## src/shared/nfcsm_pkg.sv

```systemverilog
// Package with command codes, timing counts and carrier types for the host.
package nfcsm_pkg;
  // ****************************************************************
  // Bus widths and command codes
  // ****************************************************************
  localparam int ADDR_W = 19;
  localparam int DATA_W = 8;
  localparam logic [11:0] UNLOCK_ADDR_1 = 12'h555;
  localparam logic [11:0] UNLOCK_ADDR_2 = 12'h2AA;
  localparam logic [7:0]  UNLOCK_DATA_1 = 8'hAA;
  localparam logic [7:0]  UNLOCK_DATA_2 = 8'h55;
  localparam logic [7:0]  CMD_RESET     = 8'hF0;
  localparam logic [7:0]  CMD_IDENT     = 8'h90;
  localparam logic [7:0]  CMD_PROGRAM   = 8'hA0;
  localparam logic [7:0]  CMD_ERASE_SET = 8'h80;
  localparam logic [7:0]  CMD_CHIP_ERS  = 8'h10;
  localparam logic [7:0]  CMD_SECT_ERS  = 8'h30;
  localparam logic [7:0]  CMD_SUSPEND   = 8'hB0;
  localparam logic [7:0]  CMD_RESUME    = 8'h30;
  localparam logic [7:0]  PROT_YES      = 8'h01;
  localparam logic [1:0]  ID_SEL_MANUF  = 2'b00;
  localparam logic [1:0]  ID_SEL_DEVICE = 2'b01;
  localparam logic [1:0]  ID_SEL_PROT   = 2'b10;
  localparam int          TOGGLE_BIT    = 6;

  // ****************************************************************
  // Strobe timing, nanoseconds and cycles of the 100 ns clock
  // ****************************************************************
  localparam int CLK_NS       = 100;
  localparam int STROBE_NS    = 200;
  localparam int SETUP_NS     = 100;
  localparam int STROBE_CYC   = (STROBE_NS + CLK_NS - 1) / CLK_NS;
  localparam int SETUP_CYC    = (SETUP_NS + CLK_NS - 1) / CLK_NS;
  localparam logic [3:0] STROBE_CNT = 4'(STROBE_CYC);
  localparam logic [3:0] SETUP_CNT  = 4'(SETUP_CYC);

  // ****************************************************************
  // Operation codes issued by the user side
  // ****************************************************************
  typedef enum logic [3:0] {
    NFCSM_OP_READ     = 4'h0,
    NFCSM_OP_RESET    = 4'h1,
    NFCSM_OP_IDENT    = 4'h2,
    NFCSM_OP_PROGRAM  = 4'h3,
    NFCSM_OP_CHIP_ERS = 4'h4,
    NFCSM_OP_SECT_ERS = 4'h5,
    NFCSM_OP_SUSPEND  = 4'h6,
    NFCSM_OP_RESUME   = 4'h7
  } nfcsm_op_t;

  typedef struct packed {
    nfcsm_op_t               op;
    logic [ADDR_W-1:0]       addr;
    logic [DATA_W-1:0]       data;
  } nfcsm_req_t;

  // One bus cycle handed to the strobe engine.
  typedef struct packed {
    logic                    write;
    logic [ADDR_W-1:0]       addr;
    logic [DATA_W-1:0]       data;
  } nfcsm_cyc_t;

  // Pins toward the flash.
  typedef struct packed {
    logic                    chipSelN;
    logic                    outGateN;
    logic                    writeStrN;
    logic                    resetN;
    logic [ADDR_W-1:0]       addr;
    logic [DATA_W-1:0]       dataOut;
    logic                    dataOe;
  } nfcsm_pins_t;
endpackage

```

## src/logic/nfcsm_bus_cycle.sv

```systemverilog
// Strobe engine that runs one read or write cycle on the flash pins.
`timescale 1ns/100ps
module nfcsm_bus_cycle (
  // Clock and reset
  input  wire logic                          ref_clk,
  input  wire logic                          nrst,
  // Cycle request
  input  wire logic                          cycValid,
  input  wire nfcsm_pkg::nfcsm_cyc_t         cyc,
  output logic                               cycReady,
  output logic                               cycDone,
  output logic [nfcsm_pkg::DATA_W-1:0]       cycRdata,
  // Pins
  output nfcsm_pkg::nfcsm_pins_t             pins,
  input  wire logic [nfcsm_pkg::DATA_W-1:0]  dataIn
);
  import nfcsm_pkg::*;

  // ****************************************************************
  // State
  // ****************************************************************
  typedef enum logic [3:0] {
    BC_IDLE  = 4'b0001,
    BC_SETUP = 4'b0010,
    BC_STRB  = 4'b0100,
    BC_HOLD  = 4'b1000
  } nfcsm_bc_st_t;

  typedef struct packed {
    nfcsm_bc_st_t            st;
    logic [3:0]              cnt;
    logic                    write;
    logic                    done;
    logic [DATA_W-1:0]       rdata;
    nfcsm_pins_t             pins;
  } nfcsm_bc_t;

  nfcsm_bc_t bc_ff;
  nfcsm_bc_t nxt_bc;
  logic [DATA_W-1:0] dataSync1_ff;
  logic [DATA_W-1:0] dataSync2_ff;

  // Read data is synchronised before the engine samples it.
  always_ff @(posedge ref_clk) begin
    dataSync1_ff <= dataIn;
    dataSync2_ff <= dataSync1_ff;
  end

  always_comb begin
    nxt_bc = bc_ff;
    nxt_bc.done = 1'b0;
    case (bc_ff.st)
      BC_IDLE: begin
        if (cycValid) begin
          // Address is set up before the strobes fall.
          nxt_bc.st = BC_SETUP;
          nxt_bc.cnt = SETUP_CNT;
          nxt_bc.write = cyc.write;
          nxt_bc.pins.addr = cyc.addr;
          nxt_bc.pins.dataOut = cyc.data;
          nxt_bc.pins.dataOe = cyc.write;
        end
      end
      BC_SETUP: begin
        nxt_bc.cnt = bc_ff.cnt - 4'h1;
        if (bc_ff.cnt == 4'h1) begin
          // Chip select low with output gate high is a write.
          nxt_bc.st = BC_STRB;
          nxt_bc.cnt = STROBE_CNT + 4'h2;
          nxt_bc.pins.chipSelN = 1'b0;
          nxt_bc.pins.writeStrN = ~bc_ff.write;
          nxt_bc.pins.outGateN = bc_ff.write;
        end
      end
      BC_STRB: begin
        nxt_bc.cnt = bc_ff.cnt - 4'h1;
        if (bc_ff.cnt == 4'h1) begin
          // Write strobe rises with data still stable.
          nxt_bc.st = BC_HOLD;
          nxt_bc.rdata = dataSync2_ff;
          nxt_bc.pins.chipSelN = 1'b1;
          nxt_bc.pins.writeStrN = 1'b1;
          nxt_bc.pins.outGateN = 1'b1;
        end
      end
      BC_HOLD: begin
        nxt_bc.st = BC_IDLE;
        nxt_bc.done = 1'b1;
        nxt_bc.pins.dataOe = 1'b0;
      end
      default: nxt_bc.st = BC_IDLE;
    endcase
  end

  always_ff @(posedge ref_clk) begin
    if (!nrst) begin
      bc_ff <= '{st: BC_IDLE, cnt: 4'h0, write: 1'b0, done: 1'b0,
                 rdata: '0,
                 pins: '{chipSelN: 1'b1, outGateN: 1'b1, writeStrN: 1'b1,
                         resetN: 1'b1, addr: '0, dataOut: '0,
                         dataOe: 1'b0}};
    end else begin
      bc_ff <= nxt_bc;
    end
  end

  assign cycReady = (bc_ff.st == BC_IDLE);
  assign cycDone  = bc_ff.done;
  assign cycRdata = bc_ff.rdata;
  assign pins     = bc_ff.pins;
endmodule // nfcsm_bus_cycle

```

## src/logic/nfcsm_host.sv

```systemverilog
// Host controller that issues flash command sequences over the pins.
//
// Operation
// Address on falling strobe, data on rising.
// Program running ignores all command writes.
// Sector erase running accepts only suspend.
// After suspend, device stays in read mode.
// Finished algorithm accepts full command set again.
// Device times and verifies erase itself.
// Toggle bit changes each read during erase.
// Bad sequence returns device to read.
// Suspend and resume valid only in erase.
// Host puts 555/2AA on low twelve bits.
// Identifier sequence then A1A0 selects code.
// Identifier read A1 high gives protection.
// High-voltage identifier method is for programmers.
// Protection verify drives sector on top bits.
// Program is unlock, A0, then data write.
// Erase is six writes ending 10 or 30.
// Hardware reset aborts and returns to read.
// Device starts in read-array mode.
// Read, write and float by strobe levels.
// Reset code ends identifier mode.
`timescale 1ns/100ps
module nfcsm_host (
  // Clock and reset
  input  wire logic                          ref_clk,
  input  wire logic                          nrst,
  // User request
  input  wire logic                          reqValid,
  input  wire nfcsm_pkg::nfcsm_req_t         req,
  input  wire logic                          hwResetReq,
  output logic                               reqReady,
  output logic                               respValid,
  output logic [nfcsm_pkg::DATA_W-1:0]       respData,
  output logic                               busy,
  output logic                               eraseSuspended,
  // Flash pins
  output nfcsm_pkg::nfcsm_pins_t             flashPins,
  input  wire logic [nfcsm_pkg::DATA_W-1:0]  flashDataIn
);
  import nfcsm_pkg::*;

  // ****************************************************************
  // Sequencer state
  // ****************************************************************
  typedef enum logic [5:0] {
    HS_IDLE  = 6'b000001,
    HS_ISSUE = 6'b000010,
    HS_WAIT  = 6'b000100,
    HS_POLL  = 6'b001000,
    HS_RST   = 6'b010000,
    HS_RESP  = 6'b100000
  } nfcsm_hs_st_t;
  typedef enum logic [1:0] {
    MD_READ  = 2'b00,
    MD_IDENT = 2'b01,
    MD_PROG  = 2'b10,
    MD_ERASE = 2'b11
  } nfcsm_mode_t;
  typedef struct packed {
    nfcsm_hs_st_t            st;
    nfcsm_mode_t             mode;
    logic                    suspended;
    logic [2:0]              idx;
    logic [2:0]              last;
    nfcsm_req_t              req;
    logic                    pollHave;
    logic [DATA_W-1:0]       pollPrev;
    logic [3:0]              rstCnt;
    logic                    cycValid;
    nfcsm_cyc_t              cyc;
    logic                    respValid;
    logic [DATA_W-1:0]       respData;
    logic                    reqReady;
    logic                    resetN;
    logic                    busy;
  } nfcsm_host_t;

  nfcsm_host_t hs_ff;
  nfcsm_host_t nxt_hs;
  logic        cycReady;
  logic        cycDone;
  logic [DATA_W-1:0] cycRdata;
  nfcsm_pins_t busPins;

  // ****************************************************************
  // Command step table
  // ****************************************************************
  // Returns the bus cycle for step idx of an operation.
  function automatic nfcsm_cyc_t step_cyc(input nfcsm_req_t r,
                                          input logic [2:0] idx);
    nfcsm_cyc_t c;
    c.write = 1'b1;
    c.addr = {{(ADDR_W-12){1'b0}}, UNLOCK_ADDR_1};
    c.data = UNLOCK_DATA_1;
    case (idx)
      3'd0: c.data = UNLOCK_DATA_1;
      3'd1: begin
        c.addr = {{(ADDR_W-12){1'b0}}, UNLOCK_ADDR_2};
        c.data = UNLOCK_DATA_2;
      end
      3'd2: begin
        case (r.op)
          NFCSM_OP_IDENT:   c.data = CMD_IDENT;
          NFCSM_OP_PROGRAM: c.data = CMD_PROGRAM;
          default:          c.data = CMD_ERASE_SET;
        endcase
      end
      3'd3: begin
        if (r.op == NFCSM_OP_PROGRAM) begin
          c.addr = r.addr;
          c.data = r.data;
        end else begin
          c.data = UNLOCK_DATA_1;
        end
      end
      3'd4: begin
        c.addr = {{(ADDR_W-12){1'b0}}, UNLOCK_ADDR_2};
        c.data = UNLOCK_DATA_2;
      end
      default: begin
        if (r.op == NFCSM_OP_SECT_ERS) begin
          c.addr = r.addr;
          c.data = CMD_SECT_ERS;
        end else begin
          c.data = CMD_CHIP_ERS;
        end
      end
    endcase
    return c;
  endfunction

  // Decides whether the device would accept this operation now.
  function automatic logic op_allowed(input nfcsm_op_t op,
                                      input nfcsm_mode_t md,
                                      input logic susp);
    logic ok;
    ok = 1'b1;
    if (md == MD_PROG) begin
      ok = 1'b0;
    end else if (md == MD_ERASE && !susp) begin
      ok = (op == NFCSM_OP_SUSPEND);
    end else if (op == NFCSM_OP_RESUME) begin
      ok = susp;
    end else if (op == NFCSM_OP_SUSPEND) begin
      ok = 1'b0;
    end
    return ok;
  endfunction

  always_comb begin
    nxt_hs = hs_ff;
    nxt_hs.respValid = 1'b0;
    nxt_hs.cycValid = 1'b0;
    nxt_hs.reqReady = 1'b0;
    case (hs_ff.st)
      HS_IDLE: begin
        nxt_hs.reqReady = 1'b1;
        if (hwResetReq) begin
          nxt_hs.st = HS_RST;
          nxt_hs.rstCnt = STROBE_CNT;
          nxt_hs.resetN = 1'b0;
          nxt_hs.reqReady = 1'b0;
        end else if (reqValid && hs_ff.reqReady) begin
          nxt_hs.reqReady = 1'b0;
          nxt_hs.req = req;
          nxt_hs.idx = 3'd0;
          nxt_hs.st = HS_ISSUE;
          case (req.op)
            NFCSM_OP_READ: begin
              nxt_hs.last = 3'd0;
              nxt_hs.cyc = '{write: 1'b0, addr: req.addr, data: '0};
            end
            NFCSM_OP_RESET, NFCSM_OP_SUSPEND, NFCSM_OP_RESUME: begin
              nxt_hs.last = 3'd0;
              nxt_hs.cyc.write = 1'b1;
              nxt_hs.cyc.addr = req.addr;
              nxt_hs.cyc.data = (req.op == NFCSM_OP_RESET) ? CMD_RESET :
                (req.op == NFCSM_OP_SUSPEND) ? CMD_SUSPEND : CMD_RESUME;
            end
            NFCSM_OP_IDENT: nxt_hs.last = 3'd2;
            NFCSM_OP_PROGRAM: nxt_hs.last = 3'd3;
            default: nxt_hs.last = 3'd5;
          endcase
          if (req.op inside {NFCSM_OP_IDENT, NFCSM_OP_PROGRAM,
                             NFCSM_OP_CHIP_ERS, NFCSM_OP_SECT_ERS}) begin
            nxt_hs.cyc = step_cyc(req, 3'd0);
          end
          // A refused command is not sent; the answer is zero at once.
          if (req.op != NFCSM_OP_READ &&
              !op_allowed(req.op, hs_ff.mode, hs_ff.suspended)) begin
            nxt_hs.st = HS_RESP;
            nxt_hs.respData = '0;
          end
        end
      end
      HS_ISSUE: begin
        nxt_hs.cycValid = 1'b1;
        if (cycReady && hs_ff.cycValid) begin
          nxt_hs.cycValid = 1'b0;
          nxt_hs.st = HS_WAIT;
        end
      end
      HS_WAIT: begin
        if (cycDone) begin
          if (hs_ff.idx != hs_ff.last) begin
            nxt_hs.idx = hs_ff.idx + 3'd1;
            nxt_hs.cyc = step_cyc(hs_ff.req, hs_ff.idx + 3'd1);
            nxt_hs.st = HS_ISSUE;
          end else begin
            nxt_hs.respData = cycRdata;
            nxt_hs.st = HS_RESP;
            case (hs_ff.req.op)
              NFCSM_OP_RESET: nxt_hs.mode = MD_READ;
              NFCSM_OP_IDENT: nxt_hs.mode = MD_IDENT;
              NFCSM_OP_PROGRAM: nxt_hs.mode = MD_PROG;
              NFCSM_OP_CHIP_ERS, NFCSM_OP_SECT_ERS:
                nxt_hs.mode = MD_ERASE;
              NFCSM_OP_SUSPEND: nxt_hs.suspended = 1'b1;
              NFCSM_OP_RESUME: nxt_hs.suspended = 1'b0;
              default: ;
            endcase
            if (hs_ff.req.op inside {NFCSM_OP_PROGRAM, NFCSM_OP_CHIP_ERS,
                                     NFCSM_OP_SECT_ERS, NFCSM_OP_RESUME})
            begin
              nxt_hs.st = HS_POLL;
              nxt_hs.pollHave = 1'b0;
              nxt_hs.cyc = '{write: 1'b0, addr: '0, data: '0};
            end
          end
        end
      end
      HS_POLL: begin
        // Reads until the toggle bit stands still on two reads.
        nxt_hs.cycValid = ~hs_ff.cycValid & cycReady & ~cycDone;
        if (cycDone) begin
          nxt_hs.pollHave = 1'b1;
          nxt_hs.pollPrev = cycRdata;
          if (hs_ff.pollHave &&
              cycRdata[TOGGLE_BIT] == hs_ff.pollPrev[TOGGLE_BIT]) begin
            nxt_hs.mode = MD_READ;
            nxt_hs.respData = cycRdata;
            nxt_hs.st = HS_RESP;
            nxt_hs.cycValid = 1'b0;
          end
        end
        if (hwResetReq) begin
          nxt_hs.st = HS_RST;
          nxt_hs.rstCnt = STROBE_CNT;
          nxt_hs.resetN = 1'b0;
          nxt_hs.cycValid = 1'b0;
        end
      end
      HS_RST: begin
        // Reset pulse held for the minimum width.
        nxt_hs.rstCnt = hs_ff.rstCnt - 4'h1;
        if (hs_ff.rstCnt == 4'h1) begin
          nxt_hs.resetN = 1'b1;
          nxt_hs.mode = MD_READ;
          nxt_hs.suspended = 1'b0;
          nxt_hs.st = HS_IDLE;
        end
      end
      HS_RESP: begin
        nxt_hs.respValid = 1'b1;
        nxt_hs.st = HS_IDLE;
      end
      default: nxt_hs.st = HS_IDLE;
    endcase
    nxt_hs.busy = (nxt_hs.mode == MD_PROG) ||
                  (nxt_hs.mode == MD_ERASE && !nxt_hs.suspended);
  end

  always_ff @(posedge ref_clk) begin
    if (!nrst) begin
      hs_ff <= '{st: HS_IDLE, mode: MD_READ, suspended: 1'b0,
                 idx: 3'd0, last: 3'd0, req: '0, pollHave: 1'b0,
                 pollPrev: '0, rstCnt: 4'h0, cycValid: 1'b0, cyc: '0,
                 respValid: 1'b0, respData: '0, reqReady: 1'b0,
                 resetN: 1'b1, busy: 1'b0};
    end else begin
      hs_ff <= nxt_hs;
    end
  end

  nfcsm_bus_cycle u_bus (
    .ref_clk  (ref_clk),
    .nrst     (nrst),
    .cycValid (hs_ff.cycValid),
    .cyc      (hs_ff.cyc),
    .cycReady (cycReady),
    .cycDone  (cycDone),
    .cycRdata (cycRdata),
    .pins     (busPins),
    .dataIn   (flashDataIn)
  );

  always_comb begin
    flashPins = busPins;
    flashPins.resetN = hs_ff.resetN;
  end

  assign reqReady       = hs_ff.reqReady;
  assign respValid      = hs_ff.respValid;
  assign respData       = hs_ff.respData;
  assign busy           = hs_ff.busy;
  assign eraseSuspended = hs_ff.suspended;
endmodule // nfcsm_host

```

## config.mk

```make
export PLATFORM = sky130hd
export DESIGN_NAME = nfcsm_host
export DESIGN_NICKNAME = d
export VERILOG_FILES = /design/src/shared/nfcsm_pkg.sv /design/src/logic/nfcsm_bus_cycle.sv /design/src/logic/nfcsm_host.sv
export SDC_FILE = /design/constraint.sdc
export NUM_CORES = 1
export LEC_CHECK = 0
export BUFFER_PORTS_ARGS = -buffer_cell sky130_fd_sc_hd__buf_2
export CELL_PAD_IN_SITES_DETAIL_PLACEMENT = 1
export CELL_PAD_IN_SITES_GLOBAL_PLACEMENT = 1
export CORE_ASPECT_RATIO = 1.5
export CORE_MARGIN = 2
export CORE_UTILIZATION = 45
export CTS_CLUSTER_DIAMETER = 200
export DETAILED_ROUTE_END_ITERATION = 16
export PLACE_DENSITY_LB_ADDON = 0.3
export SLEW_MARGIN = 20
export SYNTH_ARGS = -nofsm -noshare
export SYNTH_HDL_FRONTEND = slang
export SYNTH_HIERARCHICAL = 1
export SYNTH_SLANG_ARGS = --single-unit
```

## constraint.sdc

```tcl
create_clock -name ref_clk -period 6.7 [get_ports ref_clk]
set_clock_uncertainty 0.2 [all_clocks]
set_input_delay 0.67 -clock ref_clk [delete_from_list [all_inputs] [get_ports ref_clk]]
set_output_delay 0.67 -clock ref_clk [all_outputs]
set_load 0.005 [all_outputs]
```

# [Word-level counts from Yosys, hierarchy flattened]
# Index checks and enable logic that the tools add are counted.
[totals] reg_bits=165 in_bits=43
[classes] n_addsub=3 eq_ne=58 n_mux=81 bitwise=8 n_reduce_logical=45
[op_table] cell="$mux 28" n=6
[op_table] cell="$pmux 28 s2" n=2
[op_table] cell="$mux 8" n=12
[op_table] cell="$mux 37" n=2
[op_table] cell="$pmux 19 s3" n=1
[op_table] cell="$mux 6" n=8
[op_table] cell="$mux 19" n=2
[op_table] cell="$eq 4x3->1 const B" n=9
[op_table] cell="$mux 9" n=4
[op_table] cell="$pmux 4 s3" n=3
[op_table] cell="$pmux 8 s4" n=1
[op_table] cell="$pmux 6 s5" n=1
[op_table] cell="$ne 2x2->1 const B" n=12
[op_table] cell="$pmux 8 s3" n=1
[op_table] cell="$eq 4x1->1 const B" n=5
[op_table] cell="$eq 4x2->1 const B" n=5
[op_table] cell="$mux 1" n=18
[op_table] cell="$reduce_and 3->1" n=5
[op_table] cell="$mux 12" n=1
[op_table] cell="$mux 3" n=4
[op_table] cell="$pmux 1 s2" n=6
[op_table] cell="$pmux 3 s2" n=2
[op_table] cell="$pmux 6 s2" n=1
[op_table] cell="$reduce_and 6->1" n=2
[op_table] cell="40 further kinds" n=82

# [Longest topological paths before layout]
# Gate-level depths: netlist of run 1.
[logic_depth] ltp_word=14 mapped_depth=8

# [By module]
# The synthesis of run 1 kept the hierarchy.
[modules_own_cells] module="nfcsm_host" n_inst=1 cells_per_inst=569 area_per_inst_um2=4529.3 seq_area_each_um2=1861.8
[modules_own_cells] module="nfcsm_bus_cycle" n_inst=1 cells_per_inst=275 area_per_inst_um2=2586.2 seq_area_each_um2=1301.2

# [Worst setup path before layout of run 1]
# Ideal clock, no wire load.
[synth_path] path_kind="register to register" from="reg hs_ff[88] (netlist name)" to="reg hs_ff[31] (netlist name)" setup_time_ns=0.070 arrival_time_ns=2.217 required_ns=6.430 slack_ns=4.213 path_stages_with_launch=9 synth_period_minus_slack_ns=2.487 path_cell_list="dfxtp_1 > ha_1 > ha_1 > clkbuf_1 > nor4_1 > o211ai_1 > a21oi_1 > a22oi_1 > a21oi_1"
[synth_via] elab_chain_cells=7 word_cells_on_any_way=15 classes_between="1 x add/sub; 6 x eq/ne; 4 x mux; 4 x reduce/logical"
[synth_lines] item="from (decl)" line="nfcsm_host.sv:80" source="nfcsm_host_t hs_ff;"
[synth_lines] item="from (signal assigned)" line="nfcsm_host.sv:277" source="hs_ff <= '{st: HS_IDLE, mode: MD_READ, suspended: 1'b0,"
[synth_lines] item="from (signal assigned)" line="nfcsm_host.sv:283" source="hs_ff <= nxt_hs;"
[synth_lines] item="$add 3x1->3" line="nfcsm_host.sv:209" source="nxt_hs.cyc = step_cyc(hs_ff.req, hs_ff.idx + 3'd1);"
[synth_lines] item="$eq 3x3->1, or another cell as far along" line="nfcsm_host.sv:97" source="case (idx)"
[synth_lines] item="$reduce_or 2->1 (no line)"
[synth_lines] item="$pmux 19 s3" line="nfcsm_host.sv:97"
[synth_lines] item="$mux 28" line="nfcsm_host.sv:207" source="if (hs_ff.idx != hs_ff.last) begin"
[synth_lines] item="$mux 28" line="nfcsm_host.sv:206" source="if (cycDone) begin"
[synth_lines] item="$pmux 28 s2" line="nfcsm_host.sv:157" source="case (hs_ff.st)"
# Parallel ways exist; a longest one is shown, timed or not. The select of a mux whose other input is x is not followed.
# A chain may end at the register's enable or synchronous reset.

# [Worst setup path after layout of run 1]
[layout_path] from="reg hs_ff[96] (netlist name)" to="reg hs_ff[14] (netlist name)"
[layout_via] elab_chain_cells=3 word_cells_on_any_way=10 classes_between="7 x eq/ne; 1 x mux; 2 x reduce/logical"
[layout_lines] item="$eq 6x1->1 or $eq 6x3->1 (tied branches)" line="nfcsm_host.sv:157"
[layout_lines] item="$ne 4x2->1 (no line), or another cell as far along"
[layout_lines] item="$reduce_and 6->1 (no line)"
# Parallel ways exist; a longest one is shown, timed or not.

==> results of run 1 <==
## worst max-delay path: stages, from the launching register on
cell	delay, ns
dfxtp_1	0.41
or4_4	0.62
nor3_4	0.19
buf_4	0.38
o221a_2	0.91
or3b_1	0.42
a21oi_1	0.18
## worst min-delay path by stage
stage | slack (ns) | start | to
after floorplan | 0.11 | u_bus/dataSync1_ff[0]$_DFF_P_ | u_bus/dataSync2_ff[0]$_DFF_P_
after global placement | 0.11 | u_bus/dataSync1_ff[1]$_DFF_P_ | u_bus/dataSync2_ff[1]$_DFF_P_
after detailed placement | 0.12 | u_bus/dataSync1_ff[3]$_DFF_P_ | u_bus/dataSync2_ff[3]$_DFF_P_
after CTS | 0.12 | flashDataIn[5] | u_bus/dataSync1_ff[5]$_DFF_P_
after global routing | 0.12 | flashDataIn[3] | u_bus/dataSync1_ff[3]$_DFF_P_
final | 0.13 | u_bus/dataSync1_ff[0]$_DFF_P_ | u_bus/dataSync2_ff[0]$_DFF_P_
## per-layer routing
layer	global-route usage, %	vias up
met4	9.52	0
met2	41.3	126
met3	4.57	27
met1	27.2	2924
met5	0	-
li1	-	2925
## cells in the final DEF, fill, tap and decap left out, drive strengths merged, types with 3 or more instances in the layout
cell type  instances
nor3              13
nand3b             3
or3b               4
xnor2              6
o21ai             52
nor3b              3
nor2b              8
nand2            164
nand4              5
mux2i             19
nor4               7
nand2b            10
a22oi             10
nand3             22
nor2              40
a21oi             90
ha                 9
buf               90
inv               18
and2               4
bufinv             3
o211ai             5
or4                6
or3                5
a211oi             6
a31oi             21
a32oi              5
clkbuf            17
a311oi             5
xor2               3
and3               5
clkinv             8
dfxtp            158
## stage by stage
stage               instance area, um^2  hold WS, ns  instances  utilization [%]  setup WS, ns
floorplan                          7100        0.110        842                -          4.21
global placement                   7210        0.113       1037             46.4          3.21
detailed placement                 7210        0.116       1037             46.4          3.09
CTS                                7820        0.125       1068             50.3          3.26
global route                       7820        0.116       1068             50.3          3.06
finish                             7820        0.129       1068             50.3          3.26
## final cells by class
type	instances	area, um^2	area share, %
clock buffers	17	425	5.44
well taps	203	254	3.25
flip-flops and latches	158	3160	40.4
multi-input cells	571	3280	41.9
clock inverters	14	185	2.37
inverters	15	56.3	0.720
repair buffers	90	460	5.89
## sequential cells by signal, indices dropped and copies added, names as in the netlist
name                flops
respData                8
hs_ff                  80
u_bus/cycRdata          8
u_bus/pins             31
eraseSuspended          1
respValid               1
u_bus/bc_ff             9
flashPins               1
u_bus/dataSync2_ff      8
reqReady                1
u_bus/dataSync1_ff      8
busy                    1
u_bus/cycDone           1
## power breakdown
group          internal [mW]  total (mW)  switching (mW)
Clock                  0.592        1.00           0.412
Sequential             0.974        1.00          0.0309
Combinational         0.0842       0.248           0.164
==> impl_metrics.env, run 1 <==
export IMPL_clk_path_buf_depth=2
export IMPL_dr_max_layer_used="met4"
export IMPL_avgRoutedWirePerCell_um=17.9
export IMPL_r2r_cells=6
export IMPL_hpwl_um=13200
export IMPL_fin_crit_sh_pct=51.3
export IMPL_fillers=1888
export IMPL_start_util_pct=45.7
export IMPL_drt_iter0_drc=278
export IMPL_chipHeight_um=158
export IMPL_drt_total_wl_um=19100
export IMPL_cts_tree="built"
export IMPL_cts_clk_slew_worst_paths_ns=0.07
export IMPL_worstSetupPathType="reg -> reg"
export IMPL_port_buffers=86
export IMPL_min_path_type="reg -> reg"
export IMPL_grt_overflow=0
export IMPL_power_density_nw_per_um2=289
export IMPL_rows=56
export IMPL_netlist_area_um2=7100
export IMPL_setup_violations=0
export IMPL_grt_pass1_wl_um=31000
export IMPL_crit_required_ns=6.83
export IMPL_wl_met1_um=8040
export IMPL_period_needed_ns=3.44
export IMPL_max_cap_violations=0
export IMPL_wl_met2_um=9860
export IMPL_grt_usage_pct=23.2
export IMPL_coreArea_um2=15600
export IMPL_crit_path_start_kind="flop"
export IMPL_first_global_vias=6205
export IMPL_cp_max_fo=56
export IMPL_dieArea_um2=16800
export IMPL_io_pins=87
export IMPL_max_slew_margin_pct=32.5
export IMPL_clkLatencyLatePin_ns=0.43
export IMPL_nets=905
export IMPL_avgViaCountPerCell=5.62
export IMPL_holdPathStages=0
export IMPL_leakage_nw=2.94
export IMPL_antenna_found_initial=0
export IMPL_setup_tns_ns=0
export IMPL_ir_worst_vdd_mv=0.167
export IMPL_postCtsHoldBufs=0
export IMPL_grt_max_degree=62
export IMPL_r2r_setup_slack_ns=3.26
export IMPL_area_delta_synth_final_pct=10.1
export IMPL_detail_route_antenna_nets=0
export IMPL_cts_sinks=158
export IMPL_drive_gt1_share_pct=17.5
export IMPL_finalHoldViolations=0
export IMPL_drt_pass1_iterations=4
export IMPL_drv_slew=0
export IMPL_yosysWarnings=6
export IMPL_cts_root_buf="clkbuf_16"
export IMPL_diodes=0
export IMPL_netlist_instances=842
export IMPL_fmax_mhz=291
export IMPL_total_power_mw=2.26
export IMPL_status="finished, final reports clean"
export IMPL_syn_area_per_cell_um2=8.44
export IMPL_r2r_end="hs_ff[14]$_SDFFE_PN0P_"
export IMPL_cp_arrival_ns=3.57
export IMPL_wl_met3_um=766
export IMPL_die_w_um=107
export IMPL_rsz0062_at_grt="false"
export IMPL_cts_resized=0
export IMPL_endpoint="hs_ff[14]$_SDFFE_PN0P_"
export IMPL_synth_nets=894
export IMPL_regToRegStartpoint="hs_ff[96]$_SDFFE_PN0P_"
export IMPL_place_congestion=0.881
export IMPL_cts_max_level=4
export IMPL_num_vias=6002
export IMPL_tightest_slew_ns=1.01
export IMPL_post_cts_setup_buffers=0
export IMPL_cp_end_kind="flop"
export IMPL_critical_path_startpoint="hs_ff[96]$_SDFFE_PN0P_"
export IMPL_drc=0
export IMPL_numCtsBuffers=17
No activity file was read; power rests on OpenSTA's default activity.
==> run 2, diff against run 1 <==
--- a/config.mk
+++ b/config.mk
@@ -10,7 +10,7 @@
 export CELL_PAD_IN_SITES_GLOBAL_PLACEMENT = 1
 export CORE_ASPECT_RATIO = 1.5
 export CORE_MARGIN = 2
-export CORE_UTILIZATION = 45
+export CORE_UTILIZATION = 39
 export CTS_CLUSTER_DIAMETER = 200
 export DETAILED_ROUTE_END_ITERATION = 16
 export PLACE_DENSITY_LB_ADDON = 0.3
==> constraint.sdc (replaced) <==
create_clock -name ref_clk -period 3.1 [get_ports ref_clk]
set_clock_uncertainty 0.2 [all_clocks]
set_input_delay 0.31 -clock ref_clk [delete_from_list [all_inputs] [get_ports ref_clk]]
set_output_delay 0.31 -clock ref_clk [all_outputs]
set_load 0.005 [all_outputs]
==> run 2 against run 1 <==
Net effect:
- routed wire length decreased by 0.11%
- combinational power is 130% higher
- hold slack got worse by 0.11 ns
- cell count increased by 5.8%
- critical endpoint is now hs_ff[24]$_SDFFE_PN0P_
- largest cell class unchanged
- largest power group unchanged
==> impl_metrics.env, run 2 (synthesis gave the netlist of run 1 again) <==
export IMPL_status="finished, final reports clean"
export IMPL_crit_path_top_delay_cell="or4_1"
export IMPL_clkLatencyLatePin_ns=0.43
export IMPL_final_area_um2=8250
export IMPL_tightest_slew_ns=0.924
export IMPL_ir_worst_vdd_mv=0.319
export IMPL_fin_crit_sh_pct=89.8
export IMPL_post_cts_setup_buffers=0
export IMPL_cts_clk_slew_worst_paths_ns=0.06
export IMPL_diodes=0
export IMPL_cts_resized=0
export IMPL_final_common_cell="nand2_1"
export IMPL_drt_pass1_iterations=4
export IMPL_area_delta_synth_final_pct=16.1
export IMPL_cp_arrival_ns=2.93
export IMPL_max_slew_margin_pct=38.2
export IMPL_wl_met2_um=9480
export IMPL_drive_gt1_share_pct=17.5
export IMPL_most_common_layout_cells="nand2_1, dfxtp_1, buf_2"
export IMPL_num_vias=6036
export IMPL_cts_root_buf="clkbuf_16"
export IMPL_min_path_type="in -> reg"
export IMPL_period_needed_ns=2.78
export IMPL_crit_chain="or4_1, a311o_1, a31oi_1, o21ai_0, a31oi_1"
export IMPL_whs_ns=0.0150
export IMPL_power_density_nw_per_um2=582
export IMPL_dr_max_layer_used="met4"
export IMPL_critPathMostFrequentCell="a31oi_1"
export IMPL_place_congestion=0.884
export IMPL_cts_tree="built"
export IMPL_coreArea_um2=17900
export IMPL_cpPeakStageDelay_ns=0.72
export IMPL_grt_max_degree=42
export IMPL_drt_iter0_drc=312
export IMPL_fmax_mhz=359
export IMPL_total_power_mw=4.80
export IMPL_chipHeight_um=169
export IMPL_avgRoutedWirePerCell_um=16.9
export IMPL_cts_sinks=158
export IMPL_cp_max_fo=13
export IMPL_max_cap_violations=0
export IMPL_leakage_nw=3.13
export IMPL_wl_met1_um=8580
export IMPL_largest_reg_flops=80
export IMPL_start_util_pct=39.8
export IMPL_crit_required_ns=3.25
export IMPL_crit_path_start_kind="flop"
export IMPL_drv_slew=0
export IMPL_rsz0062_at_grt="false"
export IMPL_grt_pass1_wl_um=31600
export IMPL_rows=60
export IMPL_die_w_um=114
export IMPL_cp_end_kind="flop"
export IMPL_setup_ws_ns=0.316
export IMPL_first_global_vias=6249
export IMPL_regMostFlops="hs_ff"
export IMPL_drc=0
export IMPL_port_buffers=86
export IMPL_finalHoldViolations=0
export IMPL_io_pins=87
export IMPL_numCtsBuffers=17
export IMPL_dpl_worst_slack_ns=0.366
export IMPL_detail_route_antenna_nets=0
export IMPL_antenna_found_initial=0
export IMPL_grt_overflow=0
export IMPL_cts_max_level=4
export IMPL_worstSetupPathType="reg -> reg"
export IMPL_final_util_pct=46.2
export IMPL_clk_path_buf_depth=2
export IMPL_dp_cells=1063
export IMPL_setup_tns_ns=0
export IMPL_setup_violations=0
export IMPL_grt_usage_pct=20.6
export IMPL_avgViaCountPerCell=5.34
export IMPL_nets=953
export IMPL_hpwl_um=13300
export IMPL_instances_no_fill=1130
export IMPL_wl_met3_um=586
export IMPL_place_area_um2=7320
export IMPL_drt_total_wl_um=19000
export IMPL_dieArea_um2=19300
-- run 2: changes by cell type in the layout (fill, tap and decap cells not counted), sizes merged --
cell	delta
bufinv	-1
dlygate4sd3	+36
buf	+12
clkinv	-3
clkinvlp	+2
clkbuf	+2
-- run 2: where the power goes --
group | internal (mW) | switching [mW] | total [mW]
Sequential | 2.10 | 0.0655 | 2.17
Clock | 1.19 | 0.868 | 2.06
Combinational | 0.227 | 0.342 | 0.569
-- run 2: metal layers --
layer,track usage [%],up-vias
li1,-,3034
met1,25.1,2868
met2,35.5,105
met3,4.25,29
met4,7.74,0
met5,0,-
-- run 2: area by class of cell --
type / count / area [um^2]
Clock buffer: 19 / 433
Clock inverter: 12 / 136
Fill cell: 2137 / 9620
Inverter: 15 / 56.3
Multi-Input combinational cell: 571 / 3280
Sequential cell: 158 / 3160
Tap cell: 217 / 272
Timing Repair Buffer: 138 / 911
-- run 2: critical path: cells and delay by family (launching register included) --
family,cells,cell delay [ns]
simple gates,1,0.72
flops,1,0.37
compound gates,4,1.41
-- run 2: final timing paths --
check                                                    from                       endpoint  slack, ns  depth (start not counted)
worst min-delay path                                  req[29]         hs_ff[83]$_SDFFE_PN0P_       0.02                          3
worst max register to register         hs_ff[98]$_SDFFE_PN0P_         hs_ff[24]$_SDFFE_PN0P_       0.32                          5
worst max-delay path                   hs_ff[98]$_SDFFE_PN0P_         hs_ff[24]$_SDFFE_PN0P_       0.32                          5
worst min register to register  u_bus/dataSync1_ff[0]$_DFF_P_  u_bus/dataSync2_ff[0]$_DFF_P_       0.12                          0
-- run 2: timing repair --
item / 4_1_cts / 5_1_grt
endpoints found under the setup margin: 0 / 0
endpoints found under the hold margin: 41 / 0
hold buffers: 36 / 0
==> run 3, diff against run 2 <==
--- a/config.mk
+++ b/config.mk
@@ -5,16 +5,16 @@
 export SDC_FILE = /design/constraint.sdc
 export NUM_CORES = 1
 export LEC_CHECK = 0
+export ABC_AREA = 1
 export BUFFER_PORTS_ARGS = -buffer_cell sky130_fd_sc_hd__buf_2
-export CELL_PAD_IN_SITES_DETAIL_PLACEMENT = 1
-export CELL_PAD_IN_SITES_GLOBAL_PLACEMENT = 1
+export CELL_PAD_IN_SITES_DETAIL_PLACEMENT = 0
+export CELL_PAD_IN_SITES_GLOBAL_PLACEMENT = 2
 export CORE_ASPECT_RATIO = 1.5
 export CORE_MARGIN = 2
-export CORE_UTILIZATION = 39
+export CORE_UTILIZATION = 30
 export CTS_CLUSTER_DIAMETER = 200
 export DETAILED_ROUTE_END_ITERATION = 16
 export PLACE_DENSITY_LB_ADDON = 0.3
-export SLEW_MARGIN = 20
 export SYNTH_ARGS = -nofsm -noshare
 export SYNTH_HDL_FRONTEND = slang
 export SYNTH_HIERARCHICAL = 1
==> run 3 against run 2 <==
Net effect:
- non-clock buffer count is 7 lower
- final area up 4.9%
- combinational power increased by 120%
- synthesized cell count rose by 24%
- global-route usage is 4.1 points lower
- largest cell class unchanged
- cell count rose by 28%
- clock power rose by 5%
- core utilization down 11 points
- sequential share of layout area decreased by 1.8 points
- flip-flop and latch count did not move
==> impl_metrics.env, run 3 <==
export IMPL_whs_ns=0.0311
export IMPL_grt_overflow=0
export IMPL_status="finished, final reports clean"
export IMPL_cp_end_kind="flop"
export IMPL_numCtsBuffers=17
export IMPL_finalHoldViolations=0
export IMPL_cts_root_buf="clkbuf_16"
export IMPL_coreArea_um2=24300
export IMPL_grt_max_degree=58
export IMPL_instances_no_fill=1450
export IMPL_leakage_nw=3.91
export IMPL_netlist_area_um2=7380
export IMPL_first_global_vias=6517
export IMPL_area_delta_synth_final_pct=17.1
export IMPL_postCtsHoldBufs=36
export IMPL_holdPathStages=3
export IMPL_total_power_mw=5.77
export IMPL_fin_crit_sh_pct=79.8
export IMPL_power_density_nw_per_um2=667
export IMPL_cp_arrival_ns=2.62
export IMPL_hp_start="req[27]"
export IMPL_rsz0062_at_grt="false"
export IMPL_setup_violations=0
export IMPL_yosysWarnings=6
export IMPL_crit_chain="ha_1, ha_1, inv_2, nand2_2, inv_1, nor2_1, nand2_2, nand2_1, nand2_1, nand2_1, nand2_1, nand2_1, nand2_1, a21oi_1"
export IMPL_netlist_instances=1048
export IMPL_final_common_cell="nor2_1"
export IMPL_worstSetupPathType="reg -> reg"
export IMPL_cts_clk_slew_worst_paths_ns=0.07
export IMPL_most_common_layout_cells="nor2_1, nand2_1, dfxtp_1"
export IMPL_die_w_um=132
export IMPL_place_area_um2=7680
export IMPL_regMostFlops="hs_ff"
export IMPL_max_slew_margin_pct=39.9
export IMPL_grt_pass1_wl_um=33600
export IMPL_dieArea_um2=25900
export IMPL_cts_sinks=158
export IMPL_path_buf_inv=2
export IMPL_cpPeakStageDelay_ns=0.35
export IMPL_dpl_worst_slack_ns=0.680
export IMPL_rows=70
export IMPL_regToRegStartpoint="hs_ff[88]$_SDFFE_PN0P_"
export IMPL_num_vias=6574
export IMPL_io_pins=87
export IMPL_r2r_setup_slack_ns=0.63
export IMPL_largest_reg_flops=80
export IMPL_grt_usage_pct=16.5
export IMPL_final_area_um2=8650
export IMPL_crit_path_top_delay_cell="dfxtp_1"
export IMPL_hpwl_um=14800
export IMPL_clk_path_buf_depth=2
export IMPL_diodes=0
export IMPL_min_to="hs_ff[85]$_SDFFE_PN0P_"
export IMPL_critPathMostFrequentCell="nand2_1"
export IMPL_cts_max_level=4
export IMPL_port_buffers=86
export IMPL_tightest_slew_ns=0.900
export IMPL_drc=0
export IMPL_crit_path_start_kind="flop"
export IMPL_clkLatencyLatePin_ns=0.44
export IMPL_ir_worst_vdd_mv=0.377
export IMPL_cts_tree="built"
export IMPL_post_cts_setup_buffers=0
export IMPL_antenna_found_initial=0
export IMPL_drt_pass1_iterations=6
export IMPL_r2r_end="hs_ff[21]$_SDFFE_PN0P_"
export IMPL_min_path_type="in -> reg"
export IMPL_place_congestion=0.833
export IMPL_nets=1165
export IMPL_synth_nets=1100
export IMPL_setup_tns_ns=0
export IMPL_syn_area_per_cell_um2=7.05
export IMPL_avgRoutedWirePerCell_um=14.2
export IMPL_period_needed_ns=2.47
export IMPL_fmax_mhz=404
export IMPL_drive_gt1_share_pct=14.5
export IMPL_avgViaCountPerCell=4.53
export IMPL_r2r_cells=14
export IMPL_chipHeight_um=196
export IMPL_drt_iter0_drc=280
export IMPL_dp_cells=1382
export IMPL_max_cap_violations=0
export IMPL_fillers=2705
export IMPL_cts_resized=0
export IMPL_drt_total_wl_um=20600
export IMPL_crit_required_ns=3.25
export IMPL_cp_max_fo=10
export IMPL_setup_ws_ns=0.627
export IMPL_final_util_pct=35.6
export IMPL_drv_slew=0
export IMPL_start_util_pct=30.4
export IMPL_critPathTopFamily="simple AND/OR/NAND/NOR gates"
export IMPL_detail_route_antenna_nets=0
## run 3: cell types whose count changed in the layout (fill, tap and decap cells not counted), moves of 12 or more
cell and change:
mux2i_1 -19, nand3_1 +24, o21ai_0 +53, a31oi_1 -20, o21ai_1 +18, a21oi_2 -12, a21oi_1 -29, nor2_1 +194
inv_1 +69, nand2_1 +22
## run 3: worst max path at each step
stage,from,end,slack [ns],depth (start not counted)
2_1_floorplan,hs_ff[88]$_SDFFE_PN0P_,hs_ff[21]$_SDFFE_PN0P_,0.98,14
3_3_place_gp,hs_ff[88]$_SDFFE_PN0P_,hs_ff[21]$_SDFFE_PN0P_,0.75,14
3_5_place_dp,hs_ff[88]$_SDFFE_PN0P_,hs_ff[21]$_SDFFE_PN0P_,0.68,14
4_1_cts,hs_ff[88]$_SDFFE_PN0P_,hs_ff[21]$_SDFFE_PN0P_,0.65,14
5_1_grt,hs_ff[88]$_SDFFE_PN0P_,hs_ff[21]$_SDFFE_PN0P_,0.42,14
6_report,hs_ff[88]$_SDFFE_PN0P_,hs_ff[21]$_SDFFE_PN0P_,0.63,14
## run 3: power by group
group | internal [mW] | switching, mW
combinational | 0.423 | 0.806
clock | 1.24 | 0.926
sequential | 2.24 | 0.134
## run 3: area by class of cell
cell class	instances	area [um^2]	share of cell area [%]
clock buffer	18	439	5.08
clock inverter	14	170	1.97
inverter	90	338	3.91
multi-input combinational	715	3270	37.9
sequential	158	3160	36.6
tap	324	405	4.69
timing repair buffer	131	858	9.92
## run 3: layer usage
layer / GRT usage, % / share of wire [%] / up-vias / routed length [um]
met5: 0 / 0 / - / 0
met4: 6.32 / 2.3 / 0 / 482
met3: 3.36 / 2.8 / 26 / 574
met2: 30.0 / 52 / 103 / 10600
met1: 18.7 / 43 / 3015 / 8910
li1: - / - / 3430 / -
## run 3: worst min-delay path: stages
cell and delay (ns):
buf_2 0.14, nand4_1 0.09, a31oi_1 0.07
